## config.mk

```make
export PLATFORM = sky130hd
export DESIGN_NAME = fsc_status_ctrl
export DESIGN_NICKNAME = d
export VERILOG_FILES = /design/src/shared/fsc_pkg.sv /design/src/shared/fsc_flag_if.sv /design/src/core/fsc_flag_enc.sv /design/src/core/fsc_status_ctrl.sv
export SDC_FILE = /design/constraint.sdc
export NUM_CORES = 1
export LEC_CHECK = 0
export BUFFER_PORTS_ARGS = -buffer_cell sky130_fd_sc_hd__buf_2
export CORE_ASPECT_RATIO = 0.8
export CORE_MARGIN = 2
export CORE_UTILIZATION = 45
export CTS_CLUSTER_DIAMETER = 30
export CTS_CLUSTER_SIZE = 20
export DETAILED_ROUTE_END_ITERATION = 6
export GPL_ROUTABILITY_DRIVEN = 0
export MAX_ROUTING_LAYER = met4
export PLACE_DENSITY = 0.74
export REMOVE_ABC_BUFFERS = 1
export SLEW_MARGIN = 40
export SYNTH_ARGS = -nofsm -noshare
export SYNTH_HDL_FRONTEND = slang
export SYNTH_SLANG_ARGS = --single-unit
```

## constraint.sdc

```tcl
create_clock -name mclk_i -period 4.65 [get_ports mclk_i]
set_input_delay 0.465 -clock mclk_i [delete_from_list [all_inputs] [get_ports mclk_i]]
set_output_delay 0.465 -clock mclk_i [all_outputs]
set_load 0.05 [all_outputs]
```

## src/shared/fsc_pkg.sv

```systemverilog
`default_nettype none
package fsc_pkg;
  // bit positions use big-endian numbering: bit n sits at vector index 31-n
  localparam int unsigned FX_POS     = 31 - 0;
  localparam int unsigned FEX_POS    = 31 - 1;
  localparam int unsigned VX_POS     = 31 - 2;
  localparam int unsigned OX_POS     = 31 - 3;
  localparam int unsigned UX_POS     = 31 - 4;
  localparam int unsigned ZX_POS     = 31 - 5;
  localparam int unsigned XX_POS     = 31 - 6;
  localparam int unsigned SNAN_POS   = 31 - 7;
  localparam int unsigned ISI_POS    = 31 - 8;
  localparam int unsigned IDI_POS    = 31 - 9;
  localparam int unsigned ZDZ_POS    = 31 - 10;
  localparam int unsigned IMZ_POS    = 31 - 11;
  localparam int unsigned VC_POS     = 31 - 12;
  localparam int unsigned FR_POS     = 31 - 13;
  localparam int unsigned FI_POS     = 31 - 14;
  localparam int unsigned FP_RESULT_FLAGS_LSB   = 31 - 19;
  localparam int unsigned RSVD_POS   = 31 - 20;
  localparam int unsigned SOFT_POS   = 31 - 21;
  localparam int unsigned SQRT_POS   = 31 - 22;
  localparam int unsigned CVI_POS    = 31 - 23;
  localparam int unsigned VE_POS     = 31 - 24;
  localparam int unsigned OE_POS     = 31 - 25;
  localparam int unsigned UE_POS     = 31 - 26;
  localparam int unsigned ZE_POS     = 31 - 27;
  localparam int unsigned XE_POS     = 31 - 28;
  localparam int unsigned NI_POS     = 31 - 29;
  localparam int unsigned RN_LSB     = 31 - 31;
  localparam logic [31:0] RESET_VAL  = 32'h0000_0000;
  localparam logic [31:0] RSVD_MASK  = 32'h0000_0800;

  typedef enum logic [4:0] {
    FSC_QNAN    = 5'h11,
    FSC_NINF    = 5'h09,
    FSC_NNORM   = 5'h08,
    FSC_NDENORM = 5'h18,
    FSC_NZERO   = 5'h12,
    FSC_PZERO   = 5'h02,
    FSC_PDENORM = 5'h14,
    FSC_PNORM   = 5'h04,
    FSC_PINF    = 5'h05
  } fsc_rclass_t;

  typedef enum logic [2:0] {
    FSC_RC_ZERO = 3'h0,
    FSC_RC_DEN  = 3'h1,
    FSC_RC_NORM = 3'h2,
    FSC_RC_INF  = 3'h3,
    FSC_RC_NAN  = 3'h4
  } fsc_kind_t;

  typedef enum logic [1:0] {
    FSC_RND_NEAR = 2'h0,
    FSC_RND_ZERO = 2'h1,
    FSC_RND_PINF = 2'h2,
    FSC_RND_NINF = 2'h3
  } fsc_round_t;

  typedef enum logic [2:0] {
    FSC_OP_NONE  = 3'h0,
    FSC_OP_MOVE  = 3'h1,
    FSC_OP_FIELD = 3'h2,
    FSC_OP_SETB  = 3'h3,
    FSC_OP_CLRB  = 3'h4,
    FSC_OP_CRF   = 3'h5
  } fsc_swop_t;
endpackage
`default_nettype wire

```

## src/shared/fsc_flag_if.sv

```systemverilog
`default_nettype none
interface fsc_flag_if;
  logic [2:0] kind;
  logic       neg;
  logic       is_cmp;
  logic [3:0] cmp_cc;
  logic [4:0] flags;
  modport enc (input kind, input neg, input is_cmp, input cmp_cc,
               output flags);
  modport usr (output kind, output neg, output is_cmp, output cmp_cc,
               input flags);
endinterface
`default_nettype wire

```

## src/core/fsc_flag_enc.sv

```systemverilog
`default_nettype none
module fsc_flag_enc
(
  fsc_flag_if.enc f
);
  // ----------------------------------------
  // result class encoding
  // ----------------------------------------
  logic [3:0] cc_one;
  always_comb
  begin
    cc_one = 4'h1;
    // a malformed compare code falls back to unordered
    case (f.cmp_cc)
      4'h8, 4'h4, 4'h2, 4'h1: cc_one = f.cmp_cc;
      default:                cc_one = 4'h1;
    endcase
    f.flags = {1'b0, cc_one};
    if (!f.is_cmp)
    begin
      case (fsc_pkg::fsc_kind_t'(f.kind))
        fsc_pkg::FSC_RC_NAN:  f.flags = fsc_pkg::FSC_QNAN;
        fsc_pkg::FSC_RC_INF:  f.flags = f.neg ? fsc_pkg::FSC_NINF
                                              : fsc_pkg::FSC_PINF;
        fsc_pkg::FSC_RC_NORM: f.flags = f.neg ? fsc_pkg::FSC_NNORM
                                              : fsc_pkg::FSC_PNORM;
        fsc_pkg::FSC_RC_DEN:  f.flags = f.neg ? fsc_pkg::FSC_NDENORM
                                              : fsc_pkg::FSC_PDENORM;
        fsc_pkg::FSC_RC_ZERO: f.flags = f.neg ? fsc_pkg::FSC_NZERO
                                              : fsc_pkg::FSC_PZERO;
        default:              f.flags = fsc_pkg::FSC_QNAN;
      endcase
    end
  end
endmodule
`default_nettype wire

```

## src/core/fsc_status_ctrl.sv

```systemverilog
`default_nettype none
module fsc_status_ctrl
(
  input  wire logic        mclk_i,
  input  wire logic        reset_i,
  input  wire logic        fp_valid_i,
  input  wire logic        fp_upd_class_i,
  input  wire logic        fp_is_cmp_i,
  input  wire logic [3:0]  fp_cmp_cc_i,
  input  wire logic [2:0]  fp_kind_i,
  input  wire logic        fp_neg_i,
  input  wire logic [9:0]  fp_exc_i,
  input  wire logic        fp_fr_i,
  input  wire logic        fp_fi_i,
  input  wire logic        fp_upd_round_i,
  input  wire logic [2:0]  sw_op_i,
  input  wire logic [31:0] sw_data_i,
  input  wire logic [7:0]  sw_field_mask_i,
  input  wire logic [4:0]  sw_bit_i,
  input  wire logic        fp_exception_mode_hi_i,
  input  wire logic        fp_exception_mode_lo_i,
  output logic      [31:0] fp_status_control_o,
  output logic             assist_exc_o,
  output logic      [1:0]  rounding_control_o,
  output logic             non_ieee_mode_o
);
  // ----------------------------------------
  // condition vector
  // ----------------------------------------
  // fp_exc_i: 9 snan 8 isi 7 idi 6 zdz 5 imz 4 vc 3 cvi 2 sqrt
  //           1 zx 0 ox ; ux is held at 0 and xx comes from fp_fi_i gated by fp_upd_round_i
  logic [31:0] cond_mask;
  logic [31:0] ev_set;
  logic [31:0] r;
  logic [31:0] fp_status_control_r;
  logic [31:0] fp_status_control_nxt;
  logic        assist_exc_nxt;
  logic        en_hit;
  logic        any_vx;
  logic        mode_on;
  fsc_flag_if  fi ();

  assign fi.kind   = fp_kind_i;
  assign fi.neg    = fp_neg_i;
  assign fi.is_cmp = fp_is_cmp_i;
  assign fi.cmp_cc = fp_cmp_cc_i;

  fsc_flag_enc u_enc
  (
    .f (fi.enc)
  );

  // ----------------------------------------
  // next register value
  // ----------------------------------------
  always_comb
  begin
    cond_mask = 32'h0;
    ev_set    = 32'h0;
    cond_mask[fsc_pkg::OX_POS]   = 1'b1;
    cond_mask[fsc_pkg::UX_POS]   = 1'b1;
    cond_mask[fsc_pkg::ZX_POS]   = 1'b1;
    cond_mask[fsc_pkg::XX_POS]   = 1'b1;
    cond_mask[fsc_pkg::SNAN_POS] = 1'b1;
    cond_mask[fsc_pkg::ISI_POS]  = 1'b1;
    cond_mask[fsc_pkg::IDI_POS]  = 1'b1;
    cond_mask[fsc_pkg::ZDZ_POS]  = 1'b1;
    cond_mask[fsc_pkg::IMZ_POS]  = 1'b1;
    cond_mask[fsc_pkg::VC_POS]   = 1'b1;
    cond_mask[fsc_pkg::SOFT_POS] = 1'b1;
    cond_mask[fsc_pkg::SQRT_POS] = 1'b1;
    cond_mask[fsc_pkg::CVI_POS]  = 1'b1;
    if (fp_valid_i)
    begin
      ev_set[fsc_pkg::SNAN_POS] = fp_exc_i[9];
      ev_set[fsc_pkg::ISI_POS]  = fp_exc_i[8];
      ev_set[fsc_pkg::IDI_POS]  = fp_exc_i[7];
      ev_set[fsc_pkg::ZDZ_POS]  = fp_exc_i[6];
      ev_set[fsc_pkg::IMZ_POS]  = fp_exc_i[5];
      ev_set[fsc_pkg::VC_POS]   = fp_exc_i[4];
      ev_set[fsc_pkg::CVI_POS]  = fp_exc_i[3];
      ev_set[fsc_pkg::SQRT_POS] = fp_exc_i[2];
      ev_set[fsc_pkg::ZX_POS]   = fp_exc_i[1];
      ev_set[fsc_pkg::OX_POS]   = fp_exc_i[0];
      ev_set[fsc_pkg::UX_POS]   = fp_fr_i & 1'b0;
      ev_set[fsc_pkg::XX_POS]   = fp_fi_i & fp_upd_round_i;
    end
    r = fp_status_control_r;
    // software ops write first; hardware events then or in, so set wins
    case (fsc_pkg::fsc_swop_t'(sw_op_i))
      fsc_pkg::FSC_OP_MOVE:  r = sw_data_i;
      fsc_pkg::FSC_OP_FIELD:
      begin
        for (int i = 0; i < 8; i++)
          if (sw_field_mask_i[i])
            r[i*4 +: 4] = sw_data_i[i*4 +: 4];
      end
      fsc_pkg::FSC_OP_SETB:  r[5'd31 - sw_bit_i] = 1'b1;
      fsc_pkg::FSC_OP_CLRB:  r[5'd31 - sw_bit_i] = 1'b0;
      fsc_pkg::FSC_OP_CRF:   r = r & ~(cond_mask & sw_data_i);
      default:               r = fp_status_control_r;
    endcase
    if (fp_valid_i)
    begin
      if (fp_upd_class_i)
        r[fsc_pkg::FP_RESULT_FLAGS_LSB +: 5] = fi.flags;
      if (fp_upd_round_i)
      begin
        r[fsc_pkg::FR_POS] = fp_fr_i;
        r[fsc_pkg::FI_POS] = fp_fi_i;
      end
    end
    r = r | ev_set;
    // any-summary: new 0 to 1 on a condition bit
    if (|(r & ~fp_status_control_r & cond_mask))
      r[fsc_pkg::FX_POS] = 1'b1;
    any_vx = |(r & cond_mask & ~(32'h0 | (32'h1 << fsc_pkg::OX_POS)
             | (32'h1 << fsc_pkg::UX_POS) | (32'h1 << fsc_pkg::ZX_POS)
             | (32'h1 << fsc_pkg::XX_POS)));
    r[fsc_pkg::VX_POS] = any_vx;
    en_hit = (any_vx & r[fsc_pkg::VE_POS])
           | (r[fsc_pkg::OX_POS] & r[fsc_pkg::OE_POS])
           | (r[fsc_pkg::UX_POS] & r[fsc_pkg::UE_POS])
           | (r[fsc_pkg::ZX_POS] & r[fsc_pkg::ZE_POS])
           | (r[fsc_pkg::XX_POS] & r[fsc_pkg::XE_POS]);
    r[fsc_pkg::FEX_POS] = en_hit;
    r = r & ~fsc_pkg::RSVD_MASK;
    fp_status_control_nxt = r;
    mode_on = fp_exception_mode_hi_i | fp_exception_mode_lo_i;
    // trap on any condition newly raised by this instruction while some enabled condition is set
    assist_exc_nxt = fp_valid_i & mode_on
                   & |(ev_set & ~fp_status_control_r & {32{en_hit}});
  end

  // ----------------------------------------
  // registers
  // ----------------------------------------
  always_ff @(posedge mclk_i or posedge reset_i)
  begin
    if (reset_i)
    begin
      fp_status_control_r <= fsc_pkg::RESET_VAL;
    end
    else
    begin
      fp_status_control_r <= fp_status_control_nxt;
    end
  end

  always_ff @(posedge mclk_i or posedge reset_i)
  begin
    if (reset_i)
    begin
      fp_status_control_o <= fsc_pkg::RESET_VAL;
      assist_exc_o        <= 1'b0;
      rounding_control_o  <= 2'h0;
      non_ieee_mode_o     <= 1'b0;
    end
    else
    begin
      fp_status_control_o <= fp_status_control_nxt;
      assist_exc_o        <= assist_exc_nxt;
      rounding_control_o  <=
        fp_status_control_nxt[fsc_pkg::RN_LSB +: 2];
      non_ieee_mode_o     <= fp_status_control_nxt[fsc_pkg::NI_POS];
    end
  end

endmodule
`default_nettype wire

```

# == Yosys cells after proc, flatten, opt, wreduce, memory -nomap -nowiden ==
# Cells that the tools add are included.
# word_totals
ff_bits,35
output_inout_bits,36
# op_classes
n_addsub,1
magnitude_cmp,2
eq_ne,12
mux,24
n_bitwise,23
n_reduce_logical,6
# ops
cell,n
case mux 32 bit (5 select lines),1
bitwise AND 32 bit,3
NOT 32 bit,2
2-to-1 mux 4 bit,12
bitwise AND 29 x 32 -> 32 bit,1
NOT 29 -> 32 bit,1
bitwise OR 32 x 29 -> 32 bit,1
bitwise OR 32 bit,1
OR reduction 32 bit,1
bitwise AND 29 bit,1
case mux 5 bit (4 select lines),1
2-to-1 mux 5 bit,3
OR reduction 13 bit,1
"equality test 3 x 2 -> 1 bit, second input constant",4
2-to-1 mux 10 bit,1
OR reduction 9 bit,1
bitwise AND 1 bit,8
2-to-1 mux 7 bit,1
"equality test 3 x 1 -> 1 bit, second input constant",2
"equality test 3 bit, second input constant",2
"< comparator 5 x 6 -> 1 bit, second input constant",1
demux 1 bit (select 5 bit),1
"greater-or-equal comparator 5 x 1 -> 1 bit, second input constant",1
bitwise OR 1 bit,5
10 further kinds,12

# == Longest topological paths before layout ==
# Gate-level depths: netlist (run 1).
# logic_depth
depth_word,20
ltp_mapped,10

# == Hierarchy ==
# From an unflattened synthesis (run 1), not the netlist that was laid out.
# unflattened
hier_cells,359
area_unflattened_um2,2826.5
# modules_own_cells
module,n_inst,cells_each,area_each_um2,seq_area_each_um2
fsc_status_ctrl,1,340,2703.8,800.8
fsc_flag_enc,1,19,122.6,0.0

# == Worst setup path before layout (run 1) ==
# OpenSTA, ideal clock, no wires.
# synth_path
kind,register to register
startpoint,reg fp_status_control_o[24] (netlist name)
endpoint,reg fp_status_control_o[31]
setup_ps,136
t_arrival_ps,2041
path_slack_ps,2473
stages_incl_launch_ff,8
path_cell_list,dfrtp_1 -> mux2_2 -> a222oi_1 -> a21oi_1 -> a221oi_2 -> o2111ai_1 -> a2111oi_2 -> nand4_1
# synth_lines
element,line,text
end signal: assignment,fsc_status_ctrl.sv:154,fp_status_control_o <= fsc_pkg::RESET_VAL;
end signal: assignment,fsc_status_ctrl.sv:161,fp_status_control_o <= fp_status_control_nxt;
end: declaration,fsc_status_ctrl.sv:22,"output logic [31:0] fp_status_control_o,"

# == Worst setup path in the final report (run 1) ==
# layout_path
startpoint,in sw_op_i[1]
endpoint,reg fp_status_control_o[30]
# layout_via
elab_chain_cells,9
word_cells_on_any_way,17
classes_between,5 x eq/ne; 1 x mux; 10 x bitwise; 1 x reduce/logical
# layout_rtl
element,line,text
start: declaration,fsc_status_ctrl.sv:16,"input wire logic [2:0] sw_op_i,"
"equality test 3 bit, or another cell as far along",fsc_status_ctrl.sv:90,case (fsc_pkg::fsc_swop_t'(sw_op_i))
case mux 32 bit (5 select lines) *,fsc_status_ctrl.sv:90,
bitwise OR 32 x 29 -> 32 bit *,fsc_status_ctrl.sv:113,r = r | ev_set;
OR reduction 9 bit *,fsc_status_ctrl.sv:117,any_vx = |(r & cond_mask & ~(32'h0 | (32'h1 << fsc_pkg::OX_POS)
net any_vx,fsc_status_ctrl.sv:39,logic any_vx;
bitwise AND 1 bit *,fsc_status_ctrl.sv:121,en_hit = (any_vx & r[fsc_pkg::VE_POS])
bitwise OR 1 bit *,fsc_status_ctrl.sv:122,| (r[fsc_pkg::OX_POS] & r[fsc_pkg::OE_POS])
bitwise OR 1 bit *,fsc_status_ctrl.sv:123,| (r[fsc_pkg::UX_POS] & r[fsc_pkg::UE_POS])
bitwise OR 1 bit *,fsc_status_ctrl.sv:124,| (r[fsc_pkg::ZX_POS] & r[fsc_pkg::ZE_POS])
bitwise OR 1 bit *,fsc_status_ctrl.sv:125,| (r[fsc_pkg::XX_POS] & r[fsc_pkg::XE_POS]);
net en_hit,fsc_status_ctrl.sv:38,logic en_hit;
# Mark *: on every way through the listed nets, which the timed path passes. The rest lies on a longest branch.

==> out/qor.yml, run 1 <==
grt_use_met3: 0.0729
hold_viol: 0
drt-total-wl_mm: 9.80
crit_top_cell: "a21oi_1"
detail-route-antenna-nets: 0
max_freq_mhz: 362
ys_warn_count: 0
p_sw_frac: 0.462
synth_fa_ha_area_frac: 0
maxCapViolCount: 0
synth_top_family_by_area: "compound AO/OA/AOI/OAI gates"
drt-vias-per-instance: 6.38
gr-total-overflow: 0
synth_mux_area_frac: 0.00405
yosys-top-cells-area: "dfrtp_1, a21oi_1, nand2_1"
use_met1: 0.408
grt_setup_unrepaired: "false"
grt_pass1_wl_mm: 15.2
seq_power_share: 0.332
timing.setup.tns_ns: 0
critical_path_class: "primary input to flip-flop"
track_usage: 0.299
critPathMaxFanout: 31
clkLatencyLatePin_ns: 0.30
path_cells: "buf_2, nor3b_4, a21oi_1, nand2b_1, a21oi_1, nand4_1, nor3_2, inv_2, a21o_1"
ys_seq_area_frac: 0.288
layout_common_cells: "buf_2, nand2_1, dfrtp_1"
p_int_mw: 0.582
tritoncts: "yes"
cp-start-kind: "primary input"
synthSimpleGateAreaFrac: 0.272
routedWlPerCell_um: 18.7
endpoint_kind: "flip-flop"
peakVddDrop_mv: 0.151
drive_gt1_frac: 0.308
grt_max_degree: 33
drv_slew: 0
synth_ff_type: "dfrtp_1"
setup_violations: 0
dieArea_um2: 6830
fin_total_pwr_mw: 1.08
fin_skew_ns: 0.0103
clock-root-buffer: "clkbuf_8"
syn_area_um2: 2780
place_hpwl_mm: 7.35
syn_area_per_cell_um2: 7.97
cts_buffers: 5
holdWs_ns: 0.241
max_stage_delay_ns: 0.61
clkPwrFrac: 0.213
yosys_register_bits: 32
io_pins: 112
power_frac_comb: 0.455
synth_cells: 349
synth_edf_count: 0
coreArea_um2: 5940
cp.required_ns: 4.84
fin_nets: 517
finalCriticalPeriod_ns: 2.77
p_per_area_nw_per_um2: 320
synth_compound_area_frac: 0.341
period_share: 0.595
area_growth_pct: 21.5
htreeDepth: 2
switchingPower_mw: 0.499
start_util: 0.468
status: "finished, final reports clean"
drt_iter0_drc: 588
slew_headroom: 0.460
antennaDiodeCount: 0
power_leakage_nw: 1.48
drc: 0
dieWidth_um: 91.9
grt_pass1_vias: 3035
cp_slowest_cell: "nor3b_4"
fin_area_um2: 3380
post-cts-setup-buffer-count: 0
max_slew.worst_pin.slew_ns: 0.809
ys_types: 69
dieHeight_um: 74.3
async_flop_share: 1.00
synth.largest_area_cell: "dfrtp_1"
pre_cts_slack_ns: 1.56
num_vias: 3337
fin_ws_ns: 1.88
dr.pass1.iters: 5
clkSlewWorstSetupHoldPaths_ns: 0.07
final_common_cell: "buf_2"
top_usage_layer: "met2"
hold_buffers: 0
grt_util_met2: 0.433
cts_sinks: 32
hp-class: "primary input to async pin"
cts_resized: 0
synth_xor_area_frac: 0.00315
place_area_um2: 3280
antenna_found_initial: 0
synth_top_area_frac: 0.288
cts_buffer_depth: 2
placement.io_buffers: 107
row_count: 25
cp_data_arrival_time_ns: 2.96
-- layer usage --
metal	wire (um)	up-vias
met1	4100	1553
li1	-	1498
met5	0	-
met4	254	0
met3	1280	35
met2	4170	251
-- worst paths after layout --
| check | end | slack [ns] | from | cells after the start |
|---|---|---|---|---|
| worst min-delay path | assist_exc_o$_DFF_PP0_ | 0.24 | reset_i | 3 |
| worst max register to register | fp_status_control_o[31]$_DFF_PP0_ | 2.30 | fp_status_control_o[24]$_DFF_PP0_ | 7 |
| min in group mclk_i | flip-flop | 0.40 | sw_data_i[0] | 3 |
| worst max-delay path | fp_status_control_o[30]$_DFF_PP0_ | 1.88 | sw_op_i[1] | 9 |
| worst min register to register | fp_status_control_o[14]$_DFF_PP0_ | 0.56 | fp_status_control_o[14]$_DFF_PP0_ | 2 |
| max in group asynchronous | fp_status_control_o[24]$_DFF_PP0_ | 4.11 | reset_i | 3 |
-- cells by family after synthesis --
family / after synthesis
buffers and inverters: 50
XOR/XNOR: 1
AND/OR/NAND/NOR: 132
flip-flops: 32
other: 1
multiplexers: 1
AO/OA/AOI/OAI: 132
-- synth_stat cells, types with 3 or more instances --
| cell type | instances |
|---|---|
| a221o_1 | 4 |
| nor2_1 | 16 |
| dfrtp_1 | 32 |
| nand4_1 | 4 |
| nand3b_1 | 6 |
| a222oi_1 | 6 |
| a31oi_1 | 5 |
| and3_1 | 4 |
| and3b_1 | 3 |
| buf_2 | 4 |
| nor2b_1 | 7 |
| nand3_1 | 9 |
| buf_6 | 3 |
| and2_1 | 5 |
| o211ai_1 | 17 |
| o22ai_1 | 3 |
| nand2b_1 | 14 |
| inv_1 | 26 |
| o21ai_1 | 4 |
| nand2_1 | 36 |
| o21ai_0 | 18 |
| a21oi_1 | 29 |
| clkbuf_1 | 9 |
| buf_4 | 5 |
| a22oi_1 | 8 |
| a221oi_1 | 7 |
| nor3_1 | 10 |
-- critical path, delay by kind of cell --
family / cells / cell delay [ns]
buffers and inverters: 2 / 0.56
AOI/OAI and AO/OA: 3 / 0.65
and+or+nand+nor: 4 / 1.29
-- final cells by class --
| cell class | instances | area [um^2] |
|---|---|---|
| Tap cell | 81 | 101 |
| Fill cell | 569 | 2560 |
| Clock inverter | 2 | 10.0 |
| Sequential cell | 32 | 801 |
| Inverter | 27 | 101 |
| Clock buffer | 6 | 82.6 |
| Multi-Input combinational cell | 267 | 1740 |
| Timing Repair Buffer | 108 | 543 |
-- registers in the layout, summed over array words and instances, names as in the netlist, named ones only --
signal,count
assist_exc_o,1
fp_status_control_o,28
-- metrics by stage --
step | utilization | instances
3_3_place_gp | 0.551 | 515
5_1_grt | 0.568 | 523
4_1_cts | 0.567 | 523
3_5_place_dp | 0.551 | 515
6_report | 0.568 | 523
2_1_floorplan | - | 326
-- power groups by stage --
stage	clock network [mW]	registers [mW]	logic [mW]
3_3_place_gp	0	0.363	0.480
4_1_cts	0.233	0.358	0.485
3_5_place_dp	0	0.363	0.484
5_1_grt	0.249	0.364	0.521
2_1_floorplan	0	0.532	0.157
6_report	0.230	0.359	0.492
Note: power is estimated with default switching activity, not from simulation.
==> inputs of run 2 (changes only) <==
--- a/config.mk
+++ b/config.mk
@@ -5,6 +5,7 @@
 export SDC_FILE = /design/constraint.sdc
 export NUM_CORES = 1
 export LEC_CHECK = 0
+export ABC_AREA = 1
 export BUFFER_PORTS_ARGS = -buffer_cell sky130_fd_sc_hd__buf_2
 export CORE_ASPECT_RATIO = 0.8
 export CORE_MARGIN = 2
@@ -14,7 +15,7 @@
 export DETAILED_ROUTE_END_ITERATION = 6
 export GPL_ROUTABILITY_DRIVEN = 0
 export MAX_ROUTING_LAYER = met4
-export PLACE_DENSITY = 0.74
+export PLACE_DENSITY = 0.77
 export REMOVE_ABC_BUFFERS = 1
 export SLEW_MARGIN = 40
 export SYNTH_ARGS = -nofsm -noshare
==> constraint.sdc (replaced) <==
create_clock -name mclk_i -period 2.46 [get_ports mclk_i]
set_input_delay 0.246 -clock mclk_i [delete_from_list [all_inputs] [get_ports mclk_i]]
set_output_delay 0.246 -clock mclk_i [all_outputs]
set_load 0.05 [all_outputs]
==> out/qor.yml, run 2 <==
async_flop_share: 1.00  # unchanged
cts_buffer_depth: 2  # unchanged
num_vias: 3386  # +1.5%
fin_total_pwr_mw: 2.11  # +95%
dieArea_um2: 6860  # +0.51%
drv_slew: 0  # unchanged
max_freq_mhz: 596
ys_warn_count: 0  # unchanged
endpoint_kind: "flip-flop"
detail-route-antenna-nets: 0  # unchanged
coreArea_um2: 5940  # unchanged
yosys-top-cells-area: "dfrtp_1, nand2_1, nor2_1"
final_common_cell: "nand2_1"
r2r_start: "fp_status_control_o[28]$_DFF_PP0_"
min_from: "sw_data_i[0]"
start_util: 0.470  # +0.00253
cts_resized: 0  # unchanged
timing.rr.end: "assist_exc_o$_DFF_PP0_"
slew_headroom: 0.638  # +0.178
drt-total-wl_mm: 9.25  # -5.6%
critical_path_class: "primary input to flip-flop"
antenna_found_initial: 0  # unchanged
grt_setup_unrepaired: "false"
htreeDepth: 2  # unchanged
area_growth_pct: 24.0
min_path_cells: 3
finalCriticalPeriod_ns: 1.68
drt-vias-per-instance: 5.43  # -15%
dr.pass1.iters: 5  # unchanged
grt_pass1_wl_mm: 14.6  # -4.2%
period_share: 0.682
antennaDiodeCount: 0  # unchanged
synth_edf_count: 0  # unchanged
cp_data_arrival_time_ns: 1.90  # -1.06 ns
placement.io_buffers: 107  # unchanged
fin_skew_ns: 0.00590  # -0.00440 ns
dieHeight_um: 74.5  # +0.26%
hold_buffers: 1  # +1
synth_ff_type: "dfrtp_1"
hold_viol: 0  # unchanged
peakVddDrop_mv: 0.276  # +83%
timing.setup.tns_ns: 0  # unchanged
clkSlewWorstSetupHoldPaths_ns: 0.07  # about the same
hp-class: "primary input to flip-flop"
syn_area_um2: 2800  # +0.54%
dieWidth_um: 92.1  # +0.26%
clkLatencyLatePin_ns: 0.30  # about the same
synth.largest_area_cell: "dfrtp_1"
fillers: 596  # +4.7%
cts_sinks: 32  # unchanged
cts_buffers: 5  # unchanged
top_register: "fp_status_control_o"
grt_pass1_vias: 3160  # +4.1%
cp.required_ns: 2.68  # -2.16 ns
row_count: 25  # unchanged
reg_top3: "fp_status_control_o (28), assist_exc_o (1)"
synth_common_cells: "nand2_1, nor2_1, inv_1"
clock-root-buffer: "clkbuf_8"
r2r_cells: 10  # +3
max_slew.worst_pin.slew_ns: 0.537  # -0.272 ns
tritoncts: "yes"
synth_top_area_frac: 0.286  # -0.00155
reg2reg_slack_ns: 0.86  # -1.44 ns
place_hpwl_mm: 7.19  # -2.3%
drive_gt1_frac: 0.276  # -0.0314
largest_register_ffs: 28  # unchanged
maxCapViolCount: 0  # unchanged
yosysMostFrequentCell: "nand2_1"
routedWlPerCell_um: 14.8  # -21%
drt_iter0_drc: 307  # -48%
status: "finished, final reports clean"
ys_types: 41  # -41%
layout_common_cells: "nand2_1, buf_2, nor2_1"
track_usage: 0.279  # -0.0198
fin_util: 0.583  # +0.0149
cp-start-kind: "primary input"
synth_cells: 440  # +26%
syn_area_per_cell_um2: 6.35  # -20%
power_leakage_nw: 1.86  # +26%
io_pins: 112  # unchanged
grt_max_degree: 28  # -15%
critPathMaxFanout: 11  # -65%
fin_nets: 618  # +20%
drc: 0  # unchanged
setup_violations: 0  # unchanged
post-cts-setup-buffer-count: 0  # unchanged
yosys_register_bits: 32  # unchanged
p_per_area_nw_per_um2: 608  # +90%
ys_seq_area_frac: 0.286  # -0.00155
gr-total-overflow: 0  # unchanged
==> run 2: changes by cell type in the layout (fill, tap and decap cells not counted), moves of 14 or more <==
cell / delta
nand2b_1: -14
a21oi_1: -15
nand3_1: +23
nor2_1: +45
inv_1: +22
nand2_1: +86
==> run 2: cell type report <==
type / count / area [um^2] / area share
clock buffer: 7 / 96.3 / 0.0278
clock inverter: 1 / 30.0 / 0.00866
inverter: 55 / 211 / 0.0610
multi-input combinational: 339 / 1670 / 0.483
sequential: 32 / 801 / 0.231
tap: 81 / 101 / 0.0292
timing repair buffer: 109 / 553 / 0.160
==> run 2: metal layers <==
| metal | routed length (um) | track usage | up-vias |
|---|---|---|---|
| li1 | - | - | 1657 |
| met1 | 4060 | 0.358 | 1553 |
| met2 | 4290 | 0.457 | 164 |
| met3 | 806 | 0.0537 | 12 |
| met4 | 97 | 0.0813 | 0 |
| met5 | 0 | - | - |
==> run 2: cells by family (layout without fill, tap and decap cells) <==
kind of cell / after synthesis / after routing / synth area share
and+or+nand+nor: 244 / 244 / 0.384
AOI/OAI and AO/OA: 94 / 94 / 0.214
buffers and inverters: 69 / 172 / 0.115
DFF: 32 / 32 / 0.286
other: 1 / 1 / 0.00134
==> run 2: metrics by stage <==
step                hold WS [ns]  setup slack, ns  std cells  instance area, um^2
global placement           0.237            0.577        615                 3330
detailed placement         0.255            0.506        615                 3330
global route               0.192            0.603        624                 3470
finish                     0.171            0.781        624                 3470
floorplan                  0.362            0.897        426                 2690
CTS                        0.178            0.804        624                 3470
==> run 2: worst max-delay path, cell delays in order <==
cell     delay (ns)
buf_2          0.18
inv_4          0.11
nand2_2        0.07
nor2_2         0.40
nand2_1        0.09
nand2_1        0.17
nand2_1        0.09
nand3_1        0.11
a21oi_1        0.07
nand2_1        0.07
nor2_1         0.05
nand2_2        0.08
nand2_2        0.06
a21oi_2        0.11
==> run 2: where the power goes <==
group          leakage, nW  internal (mW)  switching (mW)
Sequential           0.385          0.602          0.0587
Combinational         1.41          0.230           0.642
Clock               0.0645          0.358           0.218
==> run 2: worst max-delay path by stage <==
stage | from | end | slack (ns) | cells past startpoint
finish | sw_op_i[2] | assist_exc_o$_DFF_PP0_ | 0.78 | 14
global route | sw_op_i[2] | assist_exc_o$_DFF_PP0_ | 0.60 | 14
CTS | sw_op_i[2] | assist_exc_o$_DFF_PP0_ | 0.80 | 14
detailed placement | sw_op_i[2] | assist_exc_o$_DFF_PP0_ | 0.51 | 14
global placement | sw_op_i[2] | assist_exc_o$_DFF_PP0_ | 0.58 | 14
floorplan | fp_status_control_o[24]$_DFF_PP0_ | assist_exc_o$_DFF_PP0_ | 0.90 | 12
